--- src/hub_strap_pkg.sv ---
// Constants, field layouts and types for the hub strap and indicator block.
// Assumes a single 40 MHz system clock and an Avalon-MM register master.
package hub_strap_pkg;

	// Number of downstream ports and how many of them can never be disabled.
	localparam int NUM_PORTS   = 7;
	localparam int FIXED_PORTS = 2;

	// Clock rate and the link indicator blink-off time in its own unit.
	localparam int CLK_HZ       = 40_000_000;
	localparam int BLINK_OFF_MS = 100;
	// Blink time in clock cycles, derived from the rate.
	localparam int BLINK_CYCLES = (CLK_HZ / 1000) * BLINK_OFF_MS;

	// Register byte offsets on the Avalon-MM port.
	localparam logic [3:0] LED_CTRL_OFS   = 4'h0;
	localparam logic [3:0] STRAP_STAT_OFS = 4'h4;
	localparam logic [3:0] OC_STAT_OFS    = 4'h8;

	// Field positions inside the LED control register.
	localparam int GREEN_POS = 0;
	localparam int AMBER_POS = 8;

	// Field positions inside the strap status register.
	localparam int EN_POS      = 0;
	localparam int COUNT_POS   = 8;
	localparam int NO_OC_POS   = 12;
	localparam int ANALOG_POS  = 13;
	localparam int SAMPLED_POS = 14;
	localparam int GSTRAP_POS  = 16;
	localparam int ASTRAP_POS  = 24;

	// Reset value of the LED control register: all port LEDs dark.
	localparam logic [31:0] LED_CTRL_RST = 32'h0000_0000;

	// Configuration caught from the pins once after reset.
	typedef struct packed {
		logic [NUM_PORTS-1:0] amber_strap;
		logic [NUM_PORTS-1:0] green_strap;
		logic                 analog;
		logic                 no_oc;
		logic [NUM_PORTS-1:0] enabled;
	} strap_t;

	// Link activity indicator states.
	typedef enum logic [1:0] {
		LINK_DARK,
		LINK_ON,
		LINK_BLINK
	} link_state_t;

endpackage : hub_strap_pkg

--- src/hub_strap_and_led_indicators.sv ---
// Strap sampling, overcurrent mode selection and LED drive for a seven-port hub.
// Assumes synchronous pin inputs, one 40 MHz clock and an Avalon-MM master.
`timescale 1ns/100ps

module hub_strap_and_led_indicators
	import hub_strap_pkg::*;
#(
	parameter int BLINK_LEN = BLINK_CYCLES
)
(
	input  wire logic                 clk,
	input  wire logic                 rst,
	input  wire logic [3:0]           avs_address,
	input  wire logic                 avs_read,
	input  wire logic                 avs_write,
	input  wire logic [31:0]          avs_writedata,
	input  wire logic [3:0]           avs_byteenable,
	output logic      [31:0]          avs_readdata,
	output logic                      avs_waitrequest,
	input  wire logic                 no_overcurrent_select,
	input  wire logic                 overcurrent_analog_select,
	input  wire logic [NUM_PORTS-1:0] overcurrent_sense_n,
	input  wire logic [NUM_PORTS-1:0] port_dplus_line,
	input  wire logic [NUM_PORTS-1:0] port_dminus_line,
	input  wire logic                 hub_configured,
	input  wire logic                 hub_suspended,
	input  wire logic                 host_transaction,
	input  wire logic [NUM_PORTS-1:0] port_green_led_n_i,
	output logic      [NUM_PORTS-1:0] port_green_led_n_o,
	output logic      [NUM_PORTS-1:0] port_green_led_n_oe_n,
	input  wire logic [NUM_PORTS-1:0] port_amber_led_n_i,
	output logic      [NUM_PORTS-1:0] port_amber_led_n_o,
	output logic      [NUM_PORTS-1:0] port_amber_led_n_oe_n,
	output logic                      link_activity_led_n_o,
	output logic                      link_activity_led_n_oe_n,
	output logic      [NUM_PORTS-1:0] overcurrent_flags,
	output logic                      overcurrent_analog_mode
);

	// Counter width sized to hold the whole blink interval.
	localparam int CNT_W = $clog2(BLINK_LEN + 1);
	localparam logic [CNT_W-1:0] BLINK_LOAD = CNT_W'(BLINK_LEN - 1);

	// A zero-length blink or one past the counter range cannot be timed.
	if (BLINK_LEN < 1 || BLINK_LEN > 8_388_607) begin : g_bad_len
		$error("BLINK_LEN out of range");
	end

	// Counts the enabled ports as the block starting at port one.
	function automatic logic [2:0] count_ports(input logic [NUM_PORTS-1:0] en);
		logic [2:0] n;
		logic       run;
		n   = 3'h0;
		run = 1'b1;
		for (int i = 0; i < NUM_PORTS; i++)
		begin
			run = run & en[i];
			if (run)
				n = n + 3'h1;
		end
		return n;
	endfunction : count_ports

	strap_t               strap_q, strap_d;       // Caught pin configuration.
	logic                 sampled_q, sampled_d;   // Straps have been caught.
	logic [NUM_PORTS-1:0] oc_q, oc_d;             // Effective overcurrent flags.
	logic                 analog_q, analog_d;     // Analog sensing mode.
	logic [31:0]          ctrl_q, ctrl_d;         // LED control register.
	logic [31:0]          rdata_q, rdata_d;       // Read data register.
	logic                 wait_q, wait_d;         // Waitrequest register.
	logic [NUM_PORTS-1:0] green_oe_n_q, green_oe_n_d;
	logic [NUM_PORTS-1:0] amber_oe_n_q, amber_oe_n_d;
	logic [NUM_PORTS-1:0] pin_low_q;              // Open-drain pins only ever pull low.
	link_state_t          link_q, link_d;         // Link indicator state.
	logic [CNT_W-1:0]     blink_cnt_q, blink_cnt_d;
	logic                 link_oe_n_q, link_oe_n_d;
	logic                 link_low_q;

	// Catch straps once, on the first edge after reset release, while pins float.
	always_comb
	begin
		sampled_d = 1'b1;
		strap_d   = strap_q;
		if (!sampled_q)
		begin
			strap_d.green_strap = port_green_led_n_i;
			strap_d.amber_strap = port_amber_led_n_i;
			strap_d.analog      = overcurrent_analog_select;
			strap_d.no_oc       = no_overcurrent_select;
			for (int i = 0; i < NUM_PORTS; i++)
			begin
				// Low ports ignore the disable strap entirely.
				strap_d.enabled[i] = (i < FIXED_PORTS) ? 1'b1 :
					!(port_dplus_line[i] & port_dminus_line[i]);
			end
		end
	end

	// Overcurrent flags follow the sense pins of enabled ports unless protection is strapped off.
	always_comb
	begin
		analog_d = strap_q.analog;
		oc_d     = '0;
		if (sampled_q && !strap_q.no_oc)
			oc_d = ~overcurrent_sense_n & strap_q.enabled;
	end

	// Avalon-MM slave: one wait cycle, then a single-cycle acknowledge.
	always_comb
	begin
		wait_d  = 1'b1;
		ctrl_d  = ctrl_q;
		rdata_d = rdata_q;
		if ((avs_read || avs_write) && wait_q)
		begin
			wait_d = 1'b0;
			rdata_d = 32'h0000_0000;
			if (avs_read)
			begin
				unique case (avs_address)
					LED_CTRL_OFS:   rdata_d = ctrl_q;
					STRAP_STAT_OFS:
					begin
						rdata_d[EN_POS +: NUM_PORTS]     = strap_q.enabled;
						rdata_d[COUNT_POS +: 3]          = count_ports(strap_q.enabled);
						rdata_d[NO_OC_POS]               = strap_q.no_oc;
						rdata_d[ANALOG_POS]              = strap_q.analog;
						rdata_d[SAMPLED_POS]             = sampled_q;
						rdata_d[GSTRAP_POS +: NUM_PORTS] = strap_q.green_strap;
						rdata_d[ASTRAP_POS +: NUM_PORTS] = strap_q.amber_strap;
					end
					OC_STAT_OFS:    rdata_d[NUM_PORTS-1:0] = oc_q;
					default:        rdata_d = 32'h0000_0000;  // Unmapped reads zero.
				endcase
			end
		end
		// A write lands on the acknowledging edge, where the transfer completes.
		if (avs_write && !wait_q && avs_address == LED_CTRL_OFS)
		begin
			for (int b = 0; b < 4; b++)
				if (avs_byteenable[b])
					ctrl_d[b*8 +: 8] = avs_writedata[b*8 +: 8];
		end
	end

	// Port LEDs stay released until straps are caught; absent ports never light.
	always_comb
	begin
		for (int i = 0; i < NUM_PORTS; i++)
		begin
			green_oe_n_d[i] = !(sampled_q && strap_q.enabled[i] &&
				ctrl_q[GREEN_POS + i]);
			amber_oe_n_d[i] = !(sampled_q && strap_q.enabled[i] &&
				ctrl_q[AMBER_POS + i]);
		end
	end

	// Link indicator: suspend and unconfigured force dark, traffic blinks it off.
	always_comb
	begin
		link_d      = link_q;
		blink_cnt_d = blink_cnt_q;
		if (!hub_configured || hub_suspended)
		begin
			link_d      = LINK_DARK;
			blink_cnt_d = '0;
		end
		else if (host_transaction)
		begin
			link_d      = LINK_BLINK;
			blink_cnt_d = BLINK_LOAD;
		end
		else
		begin
			unique case (link_q)
				LINK_DARK:  link_d = LINK_ON;
				LINK_ON:    link_d = LINK_ON;
				LINK_BLINK:
				begin
					if (blink_cnt_q == '0)
						link_d = LINK_ON;
					else
						blink_cnt_d = blink_cnt_q - CNT_W'(1);
				end
				default:    link_d = LINK_DARK;  // The unused code falls back to dark.
			endcase
		end
		link_oe_n_d = (link_d != LINK_ON);
	end

	// All state registers; reset loads constants only.
	always_ff @(posedge clk or posedge rst)
	begin
		if (rst)
		begin
			strap_q      <= '0;
			sampled_q    <= 1'b0;
			oc_q         <= '0;
			analog_q     <= 1'b0;
			ctrl_q       <= LED_CTRL_RST;
			rdata_q      <= 32'h0000_0000;
			wait_q       <= 1'b1;
			green_oe_n_q <= '1;
			amber_oe_n_q <= '1;
			pin_low_q    <= '0;
			link_q       <= LINK_DARK;
			blink_cnt_q  <= '0;
			link_oe_n_q  <= 1'b1;
			link_low_q   <= 1'b0;
		end
		else
		begin
			strap_q      <= strap_d;
			sampled_q    <= sampled_d;
			oc_q         <= oc_d;
			analog_q     <= analog_d;
			ctrl_q       <= ctrl_d;
			rdata_q      <= rdata_d;
			wait_q       <= wait_d;
			green_oe_n_q <= green_oe_n_d;
			amber_oe_n_q <= amber_oe_n_d;
			pin_low_q    <= '0;
			link_q       <= link_d;
			blink_cnt_q  <= blink_cnt_d;
			link_oe_n_q  <= link_oe_n_d;
			link_low_q   <= 1'b0;
		end
	end

	// Outputs come straight from the registers above.
	assign avs_readdata             = rdata_q;
	assign avs_waitrequest          = wait_q;
	assign port_green_led_n_o       = pin_low_q;
	assign port_green_led_n_oe_n    = green_oe_n_q;
	assign port_amber_led_n_o       = pin_low_q;
	assign port_amber_led_n_oe_n    = amber_oe_n_q;
	assign link_activity_led_n_o    = link_low_q;
	assign link_activity_led_n_oe_n = link_oe_n_q;
	assign overcurrent_flags        = oc_q;
	assign overcurrent_analog_mode  = analog_q;
endmodule : hub_strap_and_led_indicators

--- config.mk ---
export PLATFORM = sky130hd
export DESIGN_NAME = hub_strap_and_led_indicators
export DESIGN_NICKNAME = d
export VERILOG_FILES = /design/src/hub_strap_pkg.sv /design/src/hub_strap_and_led_indicators.sv
export SDC_FILE = /design/constraint.sdc
export NUM_CORES = 1
export LEC_CHECK = 0
export BUFFER_PORTS_ARGS = -buffer_cell sky130_fd_sc_hd__buf_2
export CORE_ASPECT_RATIO = 1.4
export CORE_MARGIN = 4
export CORE_UTILIZATION = 35
export CTS_CLUSTER_DIAMETER = 150
export CTS_CLUSTER_SIZE = 28
export DETAILED_ROUTE_END_ITERATION = 10
export GPL_TIMING_DRIVEN = 0
export PLACE_DENSITY = 0.62
export SYNTH_ARGS = -nofsm -noshare
export SYNTH_HDL_FRONTEND = slang
export SYNTH_SLANG_ARGS = --single-unit
--- constraint.sdc ---
create_clock -name clk -period 8.3 [get_ports clk]
set_clock_uncertainty 0.15 [all_clocks]
set_input_delay 0.415 -clock clk [delete_from_list [all_inputs] [get_ports clk]]
set_output_delay 0.415 -clock clk [all_outputs]
set_load 0.05 [all_outputs]
## Yosys cells after proc, flatten, opt, wreduce, memory -nomap -nowiden

Index checks and enable logic that the tools add are counted.

| storage, ports and cells | value |
|---|---|
| memories | 0 |
| output and inout bits | 71 |
| RAM bits | 0 |
| latch bits | 0 |
| input bits | 84 |
| logic and storage cells | 150 |
| bits in read-only memories | 0 |
| bits in registers | 136 |

| cells by class | value |
|---|---|
| equality and inequality tests | 6 |
| divide/modulo/power cells | 0 |
| reductions and logical operators | 59 |
| add/subtract/negate cells | 7 |
| mux-type cells | 46 |
| $lt $le $gt $ge | 0 |
| multiply operators | 0 |
| shift-type cells | 0 |
| bitwise operators | 13 |

Operators by type and width:

| operator | number |
|---|---|
| 22-bit 2-to-1 mux | 4 |
| 3-bit 2-to-1 mux | 24 |
| 32-bit 2-to-1 mux | 1 |
| 7-bit one-hot mux with 2 select lines | 2 |
| 1-bit logical AND | 25 |
| 1-bit logical NOT | 22 |
| 22-bit logical NOT | 1 |
| 22-bit by 1-bit subtractor with 22-bit output (second input constant) | 1 |
| 7-bit one-hot mux with 3 select lines | 1 |
| 3-bit by 1-bit adder with 3-bit output (second input constant) | 6 |
| 3-bit one-hot mux with 2 select lines | 2 |
| 1-bit bitwise AND | 11 |
| 2-bit AND reduction | 5 |
| 7-bit bitwise AND | 1 |
| 1-bit 2-to-1 mux | 7 |
| 7-bit 2-to-1 mux | 1 |
| 7-bit inverter | 1 |
| 2-bit 2-to-1 mux | 3 |
| 4-bit by 3-bit equality test with 1-bit output (second input constant) | 1 |
| 4-bit equality test (second input constant) | 1 |
| 4-bit logical NOT | 1 |
| 2-bit one-hot mux with 2 select lines | 1 |
| 3-bit inequality test (second input constant) | 1 |
| 3-bit nonzero test | 1 |
| other kinds (6) | 7 |

## Logic depth before layout (Yosys ltp)

Gate-level depths: netlist (run 1).

| depth | value |
|---|---|
| word-level depth | 33 |
| depth in mapped cells | 8 |
| mapped depth without buffers | 7 |

## Worst setup path before layout (run 1)

No wires, ideal clock.

| path | value |
|---|---|
| path type | register -> register |
| start point | register blink_cnt_q[0] |
| end point | register blink_cnt_q[19] |
| stages on the path, launching flop included | 9 |
| setup slack | 6.178 ns |
| path buffers | 1 |
| required time | 8.068 ns |
| period minus slack after synthesis | 2.122 ns |
| arrival time | 1.890 ns |
| setup time | 0.082 ns |
| cells stage by stage | dfrtp_1 > inv_1 > ha_1 > nor4b_1 > and4_1 > buf_2 > a21o_4 > or4_1 > a31oi_1 |

| on the way | value |
|---|---|
| word-level cells in the longest chain between the ends | 5 |
| elaborated cells between the ends (all ways) | 8 |
| classes of those cells | 1 x add/sub; 1 x eq/ne; 4 x mux; 2 x reduce/logical |

RTL lines:

| item | line | text |
|---|---|---|
| from (decl) | hub_strap_and_led_indicators.sv:75 | `logic [CNT_W-1:0] blink_cnt_q, blink_cnt_d;` |
| from (signal assigned) | hub_strap_and_led_indicators.sv:224 | `blink_cnt_q <= blink_cnt_d;` |
| 22-bit by 1-bit subtractor with 22-bit output | hub_strap_and_led_indicators.sv:183 | `blink_cnt_d = blink_cnt_q - CNT_W'(1);` |
| 22-bit 2-to-1 mux | hub_strap_and_led_indicators.sv:180 | `if (blink_cnt_q == '0)` |
| 22-bit 2-to-1 mux | hub_strap_and_led_indicators.sv:175 | `unique case (link_q)` |
| 22-bit 2-to-1 mux | hub_strap_and_led_indicators.sv:168 | `else if (host_transaction)` |
| 22-bit 2-to-1 mux | hub_strap_and_led_indicators.sv:163 | `if (!hub_configured \|\| hub_suspended)` |

Several ways; a longest one is shown, not always the timed one. The select of a mux whose other input is x is not followed.
A chain may end at the register's enable or synchronous reset.

## Worst setup path after layout (run 1)

| path | value |
|---|---|
| start point | register blink_cnt_q[0] |
| end point | register blink_cnt_q[4] |

The elaborated chain is that of the path after synthesis.

==> impl_metrics.json, run 1 <==
{
  "finalSetupViolCount": 0,
  "netlist_area_mm2": 0.00573,
  "synthArstFlopShare_pct": 100,
  "dieArea_mm2": 0.0185,
  "worstPathRequired_ps": 8420,
  "synth_area_per_cell_um2": 12.5,
  "final_cell_mix": "buf_2 (137), dfrtp_1 (119), mux2_2 (52)",
  "port_buffers": 134,
  "yosysTopAreaCell": "dfrtp_1",
  "drcViolationCount": 0,
  "final_nets": 717,
  "gp_congestion": 0.864,
  "powerDensity_mw_per_mm2": 233,
  "status": "finished clean",
  "routed_wl_um": 15200,
  "hold_class": "in -> reg",
  "rows": 55,
  "fin_crit_ps": 2510,
  "p_leak_nw": 3.63,
  "timing.rr.end": "blink_cnt_q[4]",
  "grt_max_degree": 76,
  "worstSetupPathType": "reg -> reg",
  "maxCapViolCount": 0,
  "cts_buffer_depth": 2,
  "cts_buffers": 17,
  "yosys_warnings": 0,
  "first_pass_iters": 6,
  "crit_start": "blink_cnt_q[0]",
  "slew_violations": 0,
  "ys_ff_latch": 135,
  "critPathCaptureType": "flip-flop",
  "dp_slack_ps": 5830,
  "rsz0062_at_grt": "no",
  "crit_path_start_kind": "flip-flop",
  "grt.total_usage_pct": 17.1,
  "grt_pass1_vias": 4713,
  "post_cts_buffers": 0,
  "cts_resized": 0,
  "ys.flop_type": "dfrtp_1",
  "p_int_w": 0.00128,
  "grt_pass1_wl_um": 24500,
  "cts.clk_slew.worst_paths_ps": 50,
  "finalHoldViolations": 0,
  "final_antenna_net_count": 0,
  "dr.first_iter.drc_count": 249,
  "combPwrFrac_pct": 13.0,
  "final_common_cell": "buf_2",
  "crit_fanout": 9,
  "holdPathStages": 2,
  "die_y_um": 159,
  "die_x_um": 116,
  "routed_via_density": 5.12,
  "pwr-share-seq_pct": 43.3,
  "antenna_found_initial": 1,
  "synth_edf_count": 0,
  "swShare_pct": 25.9,
  "irDropWorstVdd_uv": 159,
  "fin_crit_sh_pct": 30.3,
  "n_antenna_cell": 0,
  "routedWlPerCell_um": 18.1,
  "worst_r2r_path_depth": 7,
  "timing.rr.start": "blink_cnt_q[0]",
  "vias": 4310,
  "timing.setup.tns_ps": 0,
  "grt.overflow.total": 0,
  "synth_area_leaders": "dfrtp_1 (52%), mux2_2 (10%), dfstp_2 (7.3%)",
  "tightest_slew_ps": 882,
  "cp-endpoint": "blink_cnt_q[4]",
  "start_util_pct": 35.6,
  "yosysSeqAreaShare_pct": 59.3,
  "yosysUniqueCellTypes": 52,
  "yosysTopAreaCellShare_pct": 52.0,
  "syn_to_final_growth_pct": 29.0,
  "p_clk_share_pct": 43.8,
  "fin_ws_ps": 5790,
  "max_slew_margin_pct": 41.1,
  "synthCells": 457,
  "ctsHoldBuffers": 6,
  "arrival_ps": 2630,
  "max_freq_ghz": 0.398,
  "final_layout_size_suffix_gt1_share_pct": 40.1,
  "dp_hpwl_um": 11200,
  "insertion_delay_ps": 420,
  "rrSetupSlack_ps": 5790,
  "cts_root_buffer": "clkbuf_16",
  "cts.sinks": 135,
  "p_switching_w": 0.000445,
  "ios": 155,
  "core-area_mm2": 0.0161,
  "h-tree-depth": 4,
  "tritoncts": "done"
}
-- worst min-delay path by stage --
stage / endpoint / slack [ps] / from
finish: overcurrent_flags[2] / 30 / overcurrent_sense_n[2]
floorplan: overcurrent_analog_mode / 220 / analog_d
CTS: overcurrent_flags[6] / 7 / overcurrent_sense_n[6]
global route: overcurrent_flags[2] / 20 / overcurrent_sense_n[2]
detailed placement: overcurrent_analog_mode / 270 / analog_d
global placement: overcurrent_analog_mode / 260 / analog_d
-- cells in the mapped netlist, types with 7 or more instances --
cell and number:
mux2_2 52, xnor2_1 8, a21oi_1 15, o21ai_0 14, buf_4 15, inv_1 23
mux2i_1 7, clkbuf_1 14, dfrtp_1 119, a22o_1 12, nor3_1 10, dfstp_2 16
a222oi_1 17, nand2_1 25, nand3_1 15, nor2_1 11
-- flip-flops by register name, indices dropped and copies added, names as in the netlist --
signal                    flops
ctrl_q                       32
overcurrent_analog_mode       1
analog_d                      1
link_q                        2
strap_q                      21
link_activity_led_n_oe_n      1
port_green_led_n_oe_n         7
avs_waitrequest               1
overcurrent_flags             7
port_amber_led_n_oe_n         7
sampled_q                     1
blink_cnt_q                  22
avs_readdata                 32
-- routing by layer --
metal / share of wire [%] / vias to the layer above / GRT usage (%) / routed length (um)
met5: 0.12 / - / 0 / 18
met4: 2.7 / 2 / 6.70 / 415
met3: 8.2 / 33 / 6.39 / 1250
met2: 52 / 148 / 29.3 / 7870
met1: 37 / 2130 / 19.1 / 5670
li1: - / 1997 / - / -
-- worst max-delay path, stage by stage, from the launching register on --
cell,delay (ps)
dfrtp_1,400
inv_1,150
ha_1,160
nor4b_1,290
nand4_1,400
o211ai_1,540
xor2_1,190
a21oi_1,90
-- power groups by stage --
stage                     Sequential [W]  Clock, W  Combinational, W
after floorplan                 0.000787         0          0.000117
after global placement          0.000753         0          0.000216
after detailed placement        0.000755         0          0.000222
after CTS                       0.000745  0.000766          0.000225
after global routing            0.000751  0.000796          0.000242
final                           0.000745  0.000753          0.000223
-- through the flow --
stage                     cells  hold WS (ps)  total power [W]  area [um2]  utilization (%)
after floorplan             471           220         0.000905        5780                -
after global placement      804           256         0.000968        6700             41.6
after detailed placement    805           266         0.000977        6730             41.8
after CTS                   842          7.35          0.00174        7380             45.8
after global routing        842          17.2          0.00179        7390             45.9
final                       842          27.9          0.00172        7390             45.9
-- cell families (layout without fill, tap and decap cells) --
group | Yosys count | in the layout | synth area share (%)
multiplexers | 59 | 59 | 11.4
other | 2 | 16 | 0.131
flip-flops | 135 | 135 | 59.3
buffers and inverters | 60 | 232 | 5.11
adder cells (fa/ha/maj) | 2 | 2 | 0.437
AO/OA/AOI/OAI | 83 | 83 | 10.8
AND/OR/NAND/NOR | 103 | 103 | 10.7
XOR/XNOR | 13 | 13 | 1.99
-- cell type report --
class	instances	area [um2]
plain buffers	37	206
well taps	199	249
clock inverters	9	126
multi-input cells	276	2090
flip-flops and latches	135	3400
fillers	1518	8720
clock buffers	22	464
inverters	23	91.3
repair buffers	141	758
Note: power is estimated with default switching activity, not from simulation.
==> run 2, diff against run 1 <==
- clock period: 8.3 -> 2.41 ns (I/O delays scaled with it)
==> run 2 against run 1 <==
Global-route usage is 0.59 points higher. Design area up 11%. Final cell count up 8.6%. Critical path depth up 1. Hold slack improved by 26 ps. Sequential cell count unchanged. Combinational power rose to 3.9 times the previous value.
==> impl_metrics.json, run 2 (synthesized netlist as in run 1, its figures left out) <==
{
  "status": "finished clean",
  "fin_cells": 914,
  "design_area_mm2": 0.00818,
  "final_cell_mix": "buf_2 (137), dfrtp_1 (119), dlygate4sd3_1 (69)",
  "fin_crit_ps": 2260,
  "grt.total_usage_pct": 17.7,
  "crit_path_max_incr_delay_ps": 420,
  "cts_root_buffer": "clkbuf_16",
  "hold_class": "in -> reg",
  "worstPathRequired_ps": 2600,
  "dr.first_iter.drc_count": 244,
  "first_pass_iters": 6,
  "cts.clk_slew.worst_paths_ps": 60,
  "powerDensity_mw_per_mm2": 780,
  "final_layout_size_suffix_gt1_share_pct": 38.0,
  "rows": 55,
  "final_common_cell": "buf_2",
  "crit_path_start_kind": "flip-flop",
  "arrival_ps": 2450,
  "port_buffers": 134,
  "grt.overflow.total": 0,
  "routed_via_density": 5.07,
  "crit_fanout": 9,
  "tritoncts": "done",
  "timing.rr.start": "blink_cnt_q[1]",
  "die_x_um": 116,
  "die_y_um": 159,
  "finalSetupViolCount": 0,
  "finalHoldViolations": 0,
  "dp_hpwl_um": 11200,
  "holdPathStages": 3,
  "cts_buffer_depth": 2,
  "routed_wl_um": 15900,
  "path_cells": "inv_2, ha_1, nor4b_1, and4_1, buf_2, a21o_4, or4_1, a21oi_2",
  "grt_pass1_vias": 4951,
  "final_antenna_net_count": 0,
  "whs_ps": 54.4,
  "rsz0062_at_grt": "no",
  "h-tree-depth": 4,
  "tightest_slew_ps": 964,
  "timing.rr.end": "blink_cnt_q[9]",
  "hold_end": "avs_readdata[1]",
  "cts.sinks": 135,
  "n_antenna_cell": 0,
  "worst_r2r_path_depth": 8,
  "hold_start": "avs_address[2]",
  "core-area_mm2": 0.0161,
  "dieArea_mm2": 0.0185,
  "ios": 155,
  "p_leak_nw": 3.96,
  "start_util_pct": 35.6,
  "routedWlPerCell_um": 17.4,
  "antenna_found_initial": 0,
  "rrSetupSlack_ps": 150,
  "place_area_mm2": 0.00677,
  "slew_violations": 0,
  "irDropWorstVdd_uv": 484,
  "grt_max_degree": 45,
  "max_slew_margin_pct": 35.6,
  "grt_pass1_wl_um": 25300,
  "critPathSlowestCell": "or4_1",
  "syn_to_final_growth_pct": 42.9,
  "maxCapViolCount": 0,
  "gp_congestion": 0.833,
  "fin_crit_sh_pct": 94.0,
  "fin_util_pct": 50.8,
  "final_nets": 788,
  "drcViolationCount": 0,
  "critPathCaptureType": "flip-flop",
  "vias": 4634,
  "max_freq_ghz": 0.442,
  "worstSetupPathType": "reg -> reg",
  "cts_buffers": 17,
  "insertion_delay_ps": 420,
  "dp.cells": 807
}
==> run 2: cell count changes in the layout (fill, tap and decap cells not counted), sizes merged <==
cell         before  now
clkinvlp          1    3
bufinv            3    6
buf             158  166
dlygate4sd3       6   69
inv              23   24
clkbuf           36   32
clkinv            5    4
==> run 2: power by group <==
part / switching (W) / internal, W
Clock: 0.00100 / 0.00195
Combinational: 0.000511 / 0.000358
Sequential: 0.000117 / 0.00245
==> run 2: per-layer routing <==
layer | global-route usage (%) | wire length, um
met1 | 20.0 | 6020
met2 | 30.7 | 8380
met3 | 6.31 | 1220
met4 | 5.96 | 304
met5 | 0 | 0
==> run 2: worst max path at each step <==
| stage | startpoint | slack [ps] | end |
|---|---|---|---|
| after floorplan | blink_cnt_q[0] | 290 | blink_cnt_q[19] |
| after global placement | rst | -330 | strap_q[13] |
| after detailed placement | blink_cnt_q[0] | -40 | blink_cnt_q[4] |
| after CTS | blink_cnt_q[0] | 40 | blink_cnt_q[4] |
| after global routing | avs_address[0] | 6 | avs_readdata[16] |
| final | blink_cnt_q[1] | 150 | blink_cnt_q[9] |
==> run 2: final cells by class <==
| class | count | area (um2) |
|---|---|---|
| multi-input cells | 276 | 2100 |
| well taps | 199 | 249 |
| clock inverters | 14 | 248 |
| plain buffers | 37 | 206 |
| fillers | 1426 | 7920 |
| flip-flops and latches | 135 | 3400 |
| clock buffers | 18 | 429 |
| inverters | 23 | 90.1 |
| repair buffers | 212 | 1470 |
==> run 2: critical path: cells and delay by family (launching register included) <==
family / cells / cell delay, ps
AND/OR/NAND/NOR: 3 / 770
AO/OA/AOI/OAI: 2 / 430
flip-flops: 1 / 400
buffers and inverters: 2 / 260
adder cells (fa/ha/maj): 1 / 180
==> run 2: through the flow <==
step / total power [W] / setup WS, ps / setup TNS (ps)
after floorplan: 0.00312 / 288 / 0
after global placement: 0.00333 / -330 / -38610
after detailed placement: 0.00337 / -39.8 / -86.3
after CTS: 0.00643 / 44.1 / 0
after global routing: 0.00663 / 5.90 / 0
final: 0.00638 / 146 / 0
==> run 2: timing repair <==
action                                 CTS  global route
resized for setup                        0             3
hold buffers                            69             0
pin swaps                                1             1
endpoints found under the hold margin  103             0
setup buffers                            1             5
setup endpoints to repair                3            13
==> run 3, diff against run 2 <==
- CORE_UTILIZATION: 35 -> 45
- PLACE_DENSITY: 0.62 -> 0.75
==> run 3 against run 2 <==
Sequential share of layout area is 0.87 points higher. Total power is 5.1% lower. Routed wire length is 2.0% lower. Hold slack better by 6.0 ps. Critical endpoint unchanged. Largest cell class unchanged. Largest power group unchanged.
==> impl_metrics.json, run 3 (synthesized netlist as in run 1, its figures left out) <==
{
  "die_x_um": 103,
  "p_int_w": 0.00443,
  "grt.overflow.total": 0,
  "status": "finished clean",
  "gp_congestion": 0.906,
  "core-area_mm2": 0.0124,
  "max_freq_ghz": 0.441,
  "fin_util_pct": 64.8,
  "syn_to_final_growth_pct": 40.0,
  "hold_class": "in -> reg",
  "final_antenna_net_count": 0,
  "critPathSlowestCell": "or4_1",
  "hold_start": "hub_configured",
  "start_util_pct": 46.3,
  "fin_crit_sh_pct": 94.0,
  "grt_pass1_vias": 4962,
  "rows": 48,
  "first_pass_iters": 7,
  "cts_resized": 0,
  "cts.sinks": 135,
  "rrSetupSlack_ps": 140,
  "grt_max_degree": 45,
  "crit_fanout": 9,
  "max_slew_margin_pct": 39.1,
  "dp_hpwl_um": 10500,
  "die_y_um": 141,
  "swShare_pct": 26.8,
  "cts.clk_slew.worst_paths_ps": 60,
  "routed_wl_um": 15600,
  "irDropWorstVdd_uv": 450,
  "final_layout_size_suffix_gt1_share_pct": 37.4,
  "arrival_ps": 2450,
  "final_common_cell": "buf_2",
  "port_buffers": 134,
  "rsz0062_at_grt": "no",
  "antenna_found_initial": 0,
  "tritoncts": "done",
  "finalSetupViolCount": 0,
  "vias": 4631,
  "dp.cells": 758,
  "final_nets": 784,
  "path_cells": "inv_1, ha_1, nor4b_1, and4_1, buf_2, a21o_4, or4_1, a21oi_1",
  "drcViolationCount": 0,
  "dieArea_mm2": 0.0146,
  "insertion_delay_ps": 410,
  "critPathCaptureType": "flip-flop",
  "worstSetupPathType": "reg -> reg",
  "p_leak_nw": 3.91,
  "maxCapViolCount": 0,
  "dr.first_iter.drc_count": 284,
  "worst_r2r_path_depth": 8,
  "hold_end": "link_activity_led_n_oe_n",
  "timing.rr.end": "blink_cnt_q[9]",
  "final_cell_mix": "buf_2 (137), dfrtp_1 (119), dlygate4sd3_1 (69)",
  "holdPathStages": 5,
  "tightest_slew_ps": 912,
  "slew_violations": 0,
  "fin_crit_ps": 2270,
  "fin_cells": 861,
  "crit_family": "simple AND/OR/NAND/NOR gates",
  "timing.rr.start": "blink_cnt_q[0]",
  "cts_root_buffer": "clkbuf_16",
  "crit_path_max_incr_delay_ps": 410,
  "worstPathRequired_ps": 2600,
  "powerDensity_mw_per_mm2": 756,
  "combPwrFrac_pct": 14.3,
  "crit_path_start_kind": "flip-flop",
  "routed_via_density": 5.38,
  "cts_buffer_depth": 2,
  "routedWlPerCell_um": 18.1,
  "ios": 155,
  "pwr-share-seq_pct": 42.3,
  "n_antenna_cell": 0,
  "grt.total_usage_pct": 22.4,
  "grt_pass1_wl_um": 25300,
  "p_clk_share_pct": 43.4,
  "finalHoldViolations": 0,
  "h-tree-depth": 4,
  "crit_buf_inv": 2,
  "p_switching_w": 0.00162,
  "cts_buffers": 17
}
run 3: routing by layer:
metal  track usage [%]  part of all wire, %  vias to the layer above
met2              37.7                   52                      184
met4              7.57                  2.7                        0
met5                 0                    0                        -
met3              7.38                  6.8                       38
li1                  -                    -                     2119
met1              26.5                   38                     2290
run 3: area by class of cell:
cell class / instances / area [um2]
plain buffers: 37 / 206
clock buffers: 17 / 425
clock inverters: 15 / 179
fillers: 925 / 4360
inverters: 23 / 90.1
multi-input cells: 276 / 2090
flip-flops and latches: 135 / 3400
well taps: 150 / 188
repair buffers: 208 / 1440
run 3: metrics by stage:
stage          setup WS, ps  cell area, um2  setup TNS [ps]  total power (W)  hold slack [ps]
3_3_place_gp           -299            6640          -34540          0.00332              124
5_1_grt                15.3            8020               0          0.00631             72.1
2_1_floorplan           288            5780               0          0.00312             36.9
4_1_cts                52.5            8010               0          0.00608             37.3
3_5_place_dp          -26.2            6710           -66.2          0.00336             15.9
6_report                144            8020               0          0.00606             60.3
run 3: how the worst max path moves through the flow:
stage              startpoint              end  slack [ps]  cells past startpoint
6_report       blink_cnt_q[0]   blink_cnt_q[9]         140                      8
5_1_grt        blink_cnt_q[4]  blink_cnt_q[13]          20                      7
3_3_place_gp              rst      strap_q[12]        -300                      2
2_1_floorplan  blink_cnt_q[0]  blink_cnt_q[19]         290                      8
3_5_place_dp   blink_cnt_q[0]   blink_cnt_q[6]         -30                      7
4_1_cts        blink_cnt_q[0]   blink_cnt_q[4]          50                      8
run 3: power by group through the flow:
stage | logic, W | clock network, W | registers [W]
6_report | 0.000864 | 0.00263 | 0.00256
5_1_grt | 0.000931 | 0.00279 | 0.00258
4_1_cts | 0.000854 | 0.00266 | 0.00256
3_5_place_dp | 0.000764 | 0 | 0.00260
3_3_place_gp | 0.000731 | 0 | 0.00259
2_1_floorplan | 0.000405 | 0 | 0.00271
run 3: worst min-delay path, cell delays in order:
cell	delay, ps
buf_2	70
nand2b_1	40
clkbuf_1	180
nor2_1	120
nand2_1	70
run 3: timing repair:
action | 4_1_cts | 5_1_grt
setup endpoints to repair | 3 | 9
pin swaps | 1 | 1
buffers inserted | 1 | 1
hold buffers | 69 | 0
hold endpoints to repair | 197 | 0
